===== src/common/gpio_port_pkg.sv =====
package gpio_port_pkg;
   // sizes
   localparam int PIN_COUNT = 6;
   localparam int ADDR_W = 12;
   localparam int DATA_W = 32;
   // register byte offsets
   localparam logic [11:0] OFS_PIN_LEVELS = 12'h000;
   localparam logic [11:0] OFS_DIRECTION = 12'h004;
   localparam logic [11:0] OFS_LATCH = 12'h008;
   localparam logic [11:0] OFS_ANALOG = 12'h00C;
   localparam logic [11:0] OFS_STEERING = 12'h010;
   // values after reset
   localparam logic [5:0] RST_DIRECTION = 6'h3F;
   localparam logic [5:0] RST_LATCH = 6'h00;
   localparam logic [5:0] RST_ANALOG = 6'h17;
   localparam logic [7:0] RST_STEERING = 8'h00;
   // implemented bit masks
   localparam logic [5:0] ANALOG_MASK = 6'h17;
   localparam logic [5:0] INPUT_ONLY_MASK = 6'h08;
   localparam logic [7:0] STEERING_MASK = 8'h3B;
   // steering field positions
   localparam int SDO_BIT = 5;
   localparam int SS_BIT = 4;
   localparam int GATE_BIT = 3;
   localparam int LOGIC_BIT = 1;
   localparam int OSC_BIT = 0;
endpackage


===== src/verilog/level_sync.sv =====
`timescale 1ns/1ps
module level_sync #(
   parameter int WIDTH = 1
) (
   // clock and reset
   input wire logic pclk,
   input wire logic presetn,
   // raw and synchronised levels
   input wire logic [WIDTH-1:0] raw,
   output logic [WIDTH-1:0] synced
);
   import gpio_port_pkg::*;

   // two stages; the first is read only by the second
   typedef struct packed {
      logic [WIDTH-1:0] meta;
      logic [WIDTH-1:0] stable;
   } sync_s;

   sync_s st;
   sync_s next_st;

   // shift one stage per edge
   always_comb begin
      next_st = st;
      next_st.meta = raw;
      next_st.stable = st.meta;
   end

   // state register
   always_ff @(posedge pclk or negedge presetn) begin
      if (!presetn) begin
         st <= '0;
      end else begin
         st <= next_st;
      end
   end

   assign synced = st.stable;
endmodule


===== src/verilog/output_priority_mux.sv =====
`timescale 1ns/1ps
module output_priority_mux #(
   parameter int SOURCES = 1
) (
   // peripheral sources, index 0 highest priority
   input wire logic [SOURCES-1:0] src_val,
   input wire logic [SOURCES-1:0] src_en,
   // general purpose path
   input wire logic latch_val,
   input wire logic dir_in,
   // pin drive
   output logic pin_val,
   output logic pin_drive
);
   import gpio_port_pkg::*;

   // walk from lowest to highest so the highest enabled wins
   always_comb begin
      pin_val = latch_val;
      pin_drive = ~dir_in;
      for (int i = SOURCES - 1; i >= 0; i--) begin
         if (src_en[i]) begin
            pin_val = src_val[i];
            pin_drive = 1'b1;
         end
      end
   end
endmodule


===== src/verilog/gpio_port.sv =====
// Chosen here: the APB register port and the address map.
`timescale 1ns/1ps
module gpio_port (
   // clock and reset
   input wire logic pclk,
   input wire logic presetn,
   // apb slave
   input wire logic [gpio_port_pkg::ADDR_W-1:0] paddr,
   input wire logic psel,
   input wire logic penable,
   input wire logic pwrite,
   input wire logic [gpio_port_pkg::DATA_W-1:0] pwdata,
   input wire logic [3:0] pstrb,
   output logic [gpio_port_pkg::DATA_W-1:0] prdata,
   output logic pready,
   output logic pslverr,
   // port a pins
   input wire logic [5:0] pin_in,
   output logic [5:0] pin_out,
   output logic [5:0] pin_oe,
   // port c overrides and input
   input wire logic port_c_pin3,
   output logic port_c_pin1_out,
   output logic port_c_pin1_oe,
   output logic port_c_pin2_out,
   output logic port_c_pin2_oe,
   output logic port_c_pin5_out,
   output logic port_c_pin5_oe,
   // pin 0 sources
   input wire logic programming_data_line,
   input wire logic programming_data_en,
   input wire logic dac_output_one,
   input wire logic dac_output_one_en,
   // pin 2 sources
   input wire logic dac_output_two,
   input wire logic dac_output_two_en,
   input wire logic logic_cell_one_output,
   input wire logic logic_cell_one_en,
   input wire logic comparator_one_output,
   input wire logic comparator_one_en,
   input wire logic pwm_three_output,
   input wire logic pwm_three_en,
   // pin 4 sources
   input wire logic clock_out_signal,
   input wire logic clock_out_en,
   input wire logic controlled_oscillator_output,
   input wire logic controlled_oscillator_en,
   input wire logic serial_data_out,
   input wire logic serial_data_out_en,
   // routed peripheral inputs
   output logic slave_select_in,
   output logic timer_one_gate_input
);
   import gpio_port_pkg::*;

   ////////////////////////////////////////////////////////////////////
   // state
   ////////////////////////////////////////////////////////////////////

   typedef struct packed {
      logic [5:0] dir;     // direction, 1 = input
      logic [5:0] lat;     // output latch
      logic [5:0] ansel;   // analog select
      logic [7:0] steer;   // alternate pin steering
      logic [31:0] rdata;  // read data for access phase
      logic slverr;        // error for access phase
   } port_s;

   port_s st;
   port_s next_st;

   logic [5:0] pin_sync;   // synchronised pin levels
   logic c3_sync;          // synchronised port c pin 3
   logic [5:0] pin_read;   // digital read value of the port
   logic setup_ph;         // apb setup cycle
   logic wr_acc;           // apb write access cycle
   logic mapped;           // address hits a register

   ////////////////////////////////////////////////////////////////////
   // helpers
   ////////////////////////////////////////////////////////////////////

   // merge write data with current pin levels per byte strobe
   function automatic logic [5:0] rmw(
      input logic [5:0] levels,
      input logic [31:0] data,
      input logic strobe
   );
      logic [5:0] res;
      res = strobe ? data[5:0] : levels;
      return res;
   endfunction

   // register hit decode
   function automatic logic hit(
      input logic [11:0] addr
   );
      logic h;
      h = (addr == OFS_PIN_LEVELS) || (addr == OFS_DIRECTION) ||
          (addr == OFS_LATCH) || (addr == OFS_ANALOG) ||
          (addr == OFS_STEERING);
      return h;
   endfunction

   ////////////////////////////////////////////////////////////////////
   // pin input path
   ////////////////////////////////////////////////////////////////////

   level_sync #(
      .WIDTH(6)
   ) u_sync_a (
      .pclk(pclk),
      .presetn(presetn),
      .raw(pin_in),
      .synced(pin_sync)
   );

   level_sync #(
      .WIDTH(1)
   ) u_sync_c (
      .pclk(pclk),
      .presetn(presetn),
      .raw(port_c_pin3),
      .synced(c3_sync)
   );

   assign pin_read = pin_sync & ~(st.ansel & ANALOG_MASK);

   assign slave_select_in = st.steer[SS_BIT] ? pin_read[3] : c3_sync;
   assign timer_one_gate_input =
      st.steer[GATE_BIT] ? pin_read[3] : pin_read[4];

   ////////////////////////////////////////////////////////////////////
   // pin output path
   ////////////////////////////////////////////////////////////////////

   output_priority_mux #(
      .SOURCES(2)
   ) u_mux0 (
      .src_val({dac_output_one, programming_data_line}),
      .src_en({dac_output_one_en, programming_data_en}),
      .latch_val(st.lat[0]),
      .dir_in(st.dir[0]),
      .pin_val(pin_out[0]),
      .pin_drive(pin_oe[0])
   );

   // logic cell on A2 when route bit clear
   output_priority_mux #(
      .SOURCES(4)
   ) u_mux2 (
      .src_val({pwm_three_output, comparator_one_output,
                logic_cell_one_output, dac_output_two}),
      .src_en({pwm_three_en, comparator_one_en,
               logic_cell_one_en & ~st.steer[LOGIC_BIT],
               dac_output_two_en}),
      .latch_val(st.lat[2]),
      .dir_in(st.dir[2]),
      .pin_val(pin_out[2]),
      .pin_drive(pin_oe[2])
   );

   // serial and oscillator on A4 when bits set
   output_priority_mux #(
      .SOURCES(3)
   ) u_mux4 (
      .src_val({serial_data_out, controlled_oscillator_output,
                clock_out_signal}),
      .src_en({serial_data_out_en & st.steer[SDO_BIT],
               controlled_oscillator_en & st.steer[OSC_BIT],
               clock_out_en}),
      .latch_val(st.lat[4]),
      .dir_in(st.dir[4]),
      .pin_val(pin_out[4]),
      .pin_drive(pin_oe[4])
   );

   assign pin_out[1] = st.lat[1];
   assign pin_oe[1] = ~st.dir[1];
   assign pin_out[5] = st.lat[5];
   assign pin_oe[5] = ~st.dir[5];
   assign pin_out[3] = 1'b0;
   assign pin_oe[3] = 1'b0;

   // serial out to C2 when bit clear
   assign port_c_pin2_out = serial_data_out;
   assign port_c_pin2_oe = serial_data_out_en & ~st.steer[SDO_BIT];
   // logic cell to C5 when bit set
   assign port_c_pin5_out = logic_cell_one_output;
   assign port_c_pin5_oe = logic_cell_one_en & st.steer[LOGIC_BIT];
   // oscillator to C1 when bit clear
   assign port_c_pin1_out = controlled_oscillator_output;
   assign port_c_pin1_oe = controlled_oscillator_en & ~st.steer[OSC_BIT];

   ////////////////////////////////////////////////////////////////////
   // register file
   ////////////////////////////////////////////////////////////////////

   assign setup_ph = psel & ~penable;
   assign wr_acc = psel & penable & pwrite;
   assign mapped = hit(paddr);

   // next state: bus writes and read capture
   always_comb begin
      next_st = st;
      // capture read data and error in setup cycle
      if (setup_ph) begin
         next_st.slverr = ~mapped;
         next_st.rdata = '0;
         case (paddr)
            OFS_PIN_LEVELS: next_st.rdata[5:0] = pin_read;
            OFS_DIRECTION: next_st.rdata[5:0] = st.dir | INPUT_ONLY_MASK;
            OFS_LATCH: next_st.rdata[5:0] = st.lat;
            OFS_ANALOG: next_st.rdata[5:0] = st.ansel & ANALOG_MASK;
            OFS_STEERING: next_st.rdata[7:0] = st.steer & STEERING_MASK;
            // unmapped reads zero
            default: next_st.rdata = '0;
         endcase
      end
      // writes take effect at the access edge
      if (wr_acc) begin
         case (paddr)
            // both data writes merge with pin levels
            OFS_PIN_LEVELS: next_st.lat = rmw(pin_read, pwdata, pstrb[0]);
            OFS_LATCH: next_st.lat = rmw(pin_read, pwdata, pstrb[0]);
            // pin three direction held at one
            OFS_DIRECTION: begin
               if (pstrb[0]) begin
                  next_st.dir = pwdata[5:0] | INPUT_ONLY_MASK;
               end
            end
            OFS_ANALOG: begin
               if (pstrb[0]) begin
                  next_st.ansel = pwdata[5:0] & ANALOG_MASK;
               end
            end
            // steering write touches no direction bit
            OFS_STEERING: begin
               if (pstrb[0]) begin
                  next_st.steer = pwdata[7:0] & STEERING_MASK;
               end
            end
            // unmapped writes ignored
            default: next_st = next_st;
         endcase
      end
   end

   // state register
   always_ff @(posedge pclk or negedge presetn) begin
      if (!presetn) begin
         st.dir <= RST_DIRECTION;
         st.lat <= RST_LATCH;
         st.ansel <= RST_ANALOG;
         st.steer <= RST_STEERING;
         st.rdata <= '0;
         st.slverr <= 1'b0;
      end else begin
         st <= next_st;
      end
   end

   // zero-wait slave
   assign pready = 1'b1;
   assign prdata = st.rdata;
   assign pslverr = st.slverr & psel & penable;
endmodule


===== config.mk =====
export PLATFORM = sky130hd
export DESIGN_NAME = gpio_port
export DESIGN_NICKNAME = d
export VERILOG_FILES = /design/src/common/gpio_port_pkg.sv /design/src/verilog/level_sync.sv /design/src/verilog/output_priority_mux.sv /design/src/verilog/gpio_port.sv
export SDC_FILE = /design/constraint.sdc
export NUM_CORES = 1
export LEC_CHECK = 0
export BUFFER_PORTS_ARGS = -buffer_cell sky130_fd_sc_hd__buf_2
export CORE_ASPECT_RATIO = 0.5
export CORE_MARGIN = 4
export CORE_UTILIZATION = 40
export DETAILED_ROUTE_END_ITERATION = 7
export GPL_ROUTABILITY_DRIVEN = 1
export MAX_ROUTING_LAYER = met4
export PLACE_DENSITY_LB_ADDON = 0.12
export SYNTH_ARGS = -nofsm -noshare
export SYNTH_HDL_FRONTEND = slang
export SYNTH_SLANG_ARGS = --single-unit

===== constraint.sdc =====
create_clock -name pclk -period 1.1 [get_ports pclk]
set_input_delay 0.11 -clock pclk [delete_from_list [all_inputs] [get_ports pclk]]
set_output_delay 0.11 -clock pclk [all_outputs]
set_load 0.02 [all_outputs]

# After elaboration in Yosys (flattened, before gate mapping)
# Index checks and enable logic that the tools add are counted.
[word_totals] ramBits=0 output_inout_bits=54 latch_bits=0 romBits=0 ff_bits=67 mem_count=0 wordCells=70 input_bits=78
[op_classes] n_mux=23 reduce_logical=10 n_eq_ne=4 add_sub_neg=0 div=0 mul=0 n_lt_le_gt_ge=0 n_bitwise=23 n_shift=0
[op_table] cell="$mux 33" n=1
[op_table] cell="$pmux 6 s5" n=1
[op_table] cell="$eq 12x4->1 const B" n=2
[op_table] cell="$mux 1" n=20
[op_table] cell="$eq 12x3->1 const B" n=1
[op_table] cell="$eq 12x5->1 const B" n=1
[op_table] cell="$logic_not 12->1" n=1
[op_table] cell="$and 1x1->1" n=11
[op_table] cell="$not 1->1" n=10
[op_table] cell="$reduce_and 3->1" n=3
[op_table] cell="$and 6x6->6" n=1
[op_table] cell="$mux 6" n=1
[op_table] cell="$not 5->6" n=1
[op_table] cell="$logic_or 1x1->1" n=4
[op_table] cell="$reduce_and 2->1" n=1
[op_table] cell="$reduce_or 2->1" n=1

# Logic depth before layout (Yosys ltp)
[logic_depth] ltp_word=7 ltp_mapped=6 mapped_depth_nobuf=4

# Modules after synthesis
# A second synthesis with hierarchy kept.
[unflattened] hier_cells=206 area_unflattened_um2=2316.0
[by_module_without_submodules] module="gpio_port" seq_area_each_um2=686.9 cells_each=174 n_inst=1 area_per_inst_um2=1845.5
[by_module_without_submodules] module="level_sync (u_sync_a)" seq_area_each_um2=300.3 cells_each=12 n_inst=1 area_per_inst_um2=300.3
[by_module_without_submodules] module="output_priority_mux (u_mux2)" seq_area_each_um2=0.0 cells_each=9 n_inst=1 area_per_inst_um2=52.6
[by_module_without_submodules] module="level_sync (u_sync_c)" seq_area_each_um2=50.0 cells_each=2 n_inst=1 area_per_inst_um2=50.0
[by_module_without_submodules] module="output_priority_mux (u_mux4)" seq_area_each_um2=0.0 cells_each=5 n_inst=1 area_per_inst_um2=40.0
[by_module_without_submodules] module="output_priority_mux (u_mux0)" seq_area_each_um2=0.0 cells_each=4 n_inst=1 area_per_inst_um2=27.5

# Least setup slack after synthesis
# OpenSTA, ideal clock, no wires.
[synth_timing] path_kind="in2reg" start="input paddr[5] (netlist name)" end="register st[41] (netlist name)" t_arrival_ps=1512 setup_slack_ps=-494 cell_stages=4 setup_time_ps=82 n_path_buf=0 path_cell_list="nor3_1 nand3_4 or4b_4 mux2_4"
[synth_between] elab_chain_len=2
[synth_rtl] element="from (decl)" line="gpio_port.sv:8" rtl="input wire logic [gpio_port_pkg::ADDR_W-1:0] paddr,"
[synth_rtl] element="$eq 12x4->1" line="gpio_port.sv:222" rtl="case (paddr)"
[synth_rtl] element="$reduce_and 3->1 (no source line)"
[synth_rtl] element="to (signal assigned)" line="gpio_port.sv:259" rtl="st <= next_st;"
[synth_rtl] element="to (decl)" line="gpio_port.sv:69" rtl="port_s st;"
# No other way between the ends.
# A chain may end at the register's enable or synchronous reset.

# Worst setup path after layout
[layout_timing] start="register st[33] (netlist name)" end="output pin_out[4]"
[layout_between] elab_chain_len=3
[layout_rtl] element="$and 1x1->1" line="gpio_port.sv:170" rtl="controlled_oscillator_en & st.steer[OSC_BIT],"
[layout_rtl] element="$mux 1 (2 in a row)" line="output_priority_mux.sv:22" rtl="if (src_en[i]) begin"
[layout_rtl] element="to (decl)" line="gpio_port.sv:19" rtl="output logic [5:0] pin_out,"
# No other way between the ends.

==> impl_metrics.csv <==
group,metric,value,unit
run_status,status,"finished with violations",
run_status,failed_checks,"setup timing",
synth,synth_warnings,0,
detailed_routing,route.final.wire_length,6.05,mm
global_routing,grt_remaining_overflow,0,
power,leakagePower,1.67,nW
critical_path,cp.arrival,1.30,ns
critical_path,worstPathMaxFanout,3,
timing,post-route-worst-setup-slack,-0.309,ns
floorplanning,floorplan_core_area,5610,um^2
power,power.share.clock,40.8,%
floorplanning,die-area,7280,um^2
clock_network,clockRootBuffer,"clkbuf_16",
synth,synth_simple_gate_area_share,16.7,%
synth,synthesized_area_fraction_occupied_by_ao_oa_aoi_and_oai_cells,7.99,%
cells_and_area,layout_commonest_cell,"buf_2",
placed_design,dpl.cell_count,377,
critical_path,crit_slowest_cell,"dfrtp_1",
critical_path,regToRegStartpoint,"st[41]",
hold_path,holdCritStartpoint,"pwdata[3]",
placed_design,dp_hpwl,4.35,mm
detailed_routing,dr.pass1.iters,4,
power,p_int,2.67,mW
global_routing,vias_in_the_first_global_route,1870,
clock_network,clk-insertion-delay-late,0.27,ns
critical_path,cp_cell_sequence,"nand2_2 > nor2_1 > a311oi_2 > a21o_1 > buf_6",
timing,finClkSkew,0.00539,ns
power,power_per_cell_area,1040,nW/um^2
floorplanning,chipWidth,117,um
critical_path,worstSetupStartpointType,"flip-flop",
power,vdd_drop_max,664,uV
cells_and_area,layout_overhead_on_the_synthesized_area,44.2,%
clock_network,cts_sinks,41,
timing,fin_setup_tns,-6.05,ns
synth,syn_avg_cell_area,10.7,um^2
power,combPwrFrac,15.6,%
timing,hold_viol_final,0,
global_routing,grt.total_usage,16.9,%
hold_path,min-delay-path-class,"input port to flip-flop",
floorplanning,die_height,62.4,um
clock_network,cts.path.max_buffers,2,
detailed_routing,routed-via-count,1887,
power,switching_share,24.8,%
placed_design,dp_slack,-0.605,ns
critical_path,timing.rr.end,"prdata[0]",
detailed_routing,route.detailed.vias_per_inst,4.71,
detailed_routing,first_iter_violations,72,
placed_design,port_buffers,73,
synth,postSynth.asyncResetShare,100,%
power,netSwitchingPower,0.881,mW
global_routing,initial_antenna_violation_count,0,
global_routing,grt_first_pass_wirelength,9.27,mm
synth,main_combinational_cell_family_by_area_after_synthesis,"simple AND/OR/NAND/NOR gates",
placed_design,routabilityCongestion,0.788,
cells_and_area,drive_gt1_share,55.8,%
floorplanning,initial_core_util,42.2,%
cells_and_area,final_nets,405,
synth,ys_types,44,
timing,finalCritPeriodShare,128,%
synth,synthAdderAreaFrac,0,%
floorplanning,std_cell_rows,19,
critical_path,endpoint_kind,"primary output",
synth,synth_xor_xnor_area_share,0,%
cells_and_area,antenna_cells_inserted,0,
cells_and_area,final_cells,401,
detailed_routing,postRouteAntennaNets,0,
hold_path,hold_path_end,"st[36]",
clock_network,htree_num_levels,2,
timing,final_min_period,1.41,ns
job,maxCapViolCount,0,
critical_path,worst_r2r_path_depth,4,
cells_and_area,post-route-util,60.8,%
global_routing,grt_max_degree,42,
synth,synth_mux_area_share,14.5,%
clock_network,tritoncts,"built",
synth,synth_enable_flop_cells,0,
timing,final-max-slew-violation-count,0,
critical_path,largest_stage_delay_worst_path,0.41,ns
critical_path,timing.setup.critical_path_class,"flip-flop to primary output",
synth,ys_flop_type,"dfrtp_1",
clock_network,clock_pin_transition_on_the_worst_setup_and_hold_timing_paths,0.06,ns
synth,sequential_cell_area_fraction_in_the_yosys_report,43.8,%
clock_network,tritoncts.num_buffers,5,
synth,area_of_the_mapped_netlist,2370,um^2
critical_path,cp_data_required_time,0.99,ns
timing,fmax,0.710,GHz
detailed_routing,drt_drc_violations_left,0,
timing,final_setup_vio_count,37,
timing,grt_setup_unrepaired,"yes",
cells_and_area,commonest_cells_after_routing_fill_and_taps_aside,"buf_2 (58), buf_4 (36), dfrtp_1 (31), conb_1 (29), mux2_4 (21)",
hold_path,min_path_cells,2,
floorplanning,io_pins,132,
critical_path,r2r_setup_slack,-0.14,ns
synth,post_synth_inst_count,222,
synth,yosys_register_bits,41,
detailed_routing,detail_route.wl_per_cell,15.1,um
power,power.share.sequential,43.6,%
synth_stat cells (2+ instances only):
cell type  instances  share of area, %
nor3_1             3              0.63
dfrtp_1           32                34
mux2i_1            7               3.0
mux2_2            10               4.8
mux2_4             4               2.5
nand2b_1           6               1.6
nand2_1           22               3.5
nor4_4             3               2.7
a311oi_1           2              0.74
dfstp_2            9                10
buf_4             47                15
nor2b_1            3              0.79
a21oi_1            4              0.85
o21ai_0           14               3.0
nor2_1             5              0.79
a31oi_1            2              0.53
inv_1              5              0.79
conb_1             2              0.32
mux2_1             9               4.3
a221o_1            2              0.85
nor4bb_1           2              0.85
nand4_1            2              0.53
a221oi_1           2              0.74
clkbuf_1           4              0.63
nand3_1            2              0.42
worst max-delay path by stage:
stage                         from          to  slack [ns]
after floorplan           paddr[9]      st[41]       -0.47
after global placement    paddr[9]      st[45]       -0.60
after detailed placement  paddr[9]      st[42]       -0.61
after CTS                   st[38]  pin_out[4]       -0.35
after global routing        st[38]  pin_out[4]       -0.41
final                       st[33]  pin_out[4]       -0.31
cell type report:
cell class | instances | area (um^2)
multi-input cells | 150 | 1220
repair buffers | 123 | 895
clock buffers | 8 | 146
inverters | 6 | 22.5
well taps | 73 | 91.3
fillers | 463 | 2200
flip-flops and latches | 41 | 1040
power by group through the flow:
stage	clock network, mW	logic [mW]	registers (mW)
floorplan	0	0.328	1.57
global placement	0	0.466	1.57
detailed placement	0	0.472	1.57
CTS	1.49	0.540	1.55
global route	1.54	0.605	1.55
finish	1.45	0.554	1.55
cells by family after synthesis:
family	after synthesis
buffers and inverters	58
AOI/OAI and AO/OA	30
DFF	41
and+or+nand+nor	61
muxes	30
other	2
routing by layer:
metal  up-vias  wire (um)  global-route usage (%)
met2        80       2700                    26.0
met1       900       2860                    22.9
li1        901          -                       -
met3         6        443                    3.87
met5         -          0                       -
met4         0         50                    3.72
flip-flops by register name, indices dropped and copies added, names as in the netlist:
register and cells:
prdata 6, u_sync_c.synced 1, u_sync_a.next_st 6, u_sync_a.synced 6, pin_out 2, u_sync_c.next_st 1
st 19
critical path, delay by kind of cell, from the launching register on:
family	cells	cell delay (ns)
DFF	1	0.41
AOI/OAI and AO/OA	2	0.35
and+or+nand+nor	2	0.15
buffers and inverters	1	0.11
per-stage QoR:
step / hold slack [ns] / power, mW / cell area (um^2)
finish: 0.0984 / 3.55 / 3410
global route: 0.0941 / 3.70 / 3410
CTS: 0.0884 / 3.58 / 3350
detailed placement: 0.0989 / 2.05 / 2840
global placement: 0.0971 / 2.04 / 2840
floorplan: -0.186 / 1.90 / 2480
timing repair:
| item | 4_1_cts | 5_1_grt |
|---|---|---|
| endpoints found under the hold margin | 39 | 0 |
| pin swaps | 10 | 6 |
| setup buffers | 8 | 1 |
| resized for setup | 64 | 15 |
| endpoints found under the setup margin | 39 | 41 |
| hold buffers | 8 | 0 |
Power figures use the tool's default switching activity.
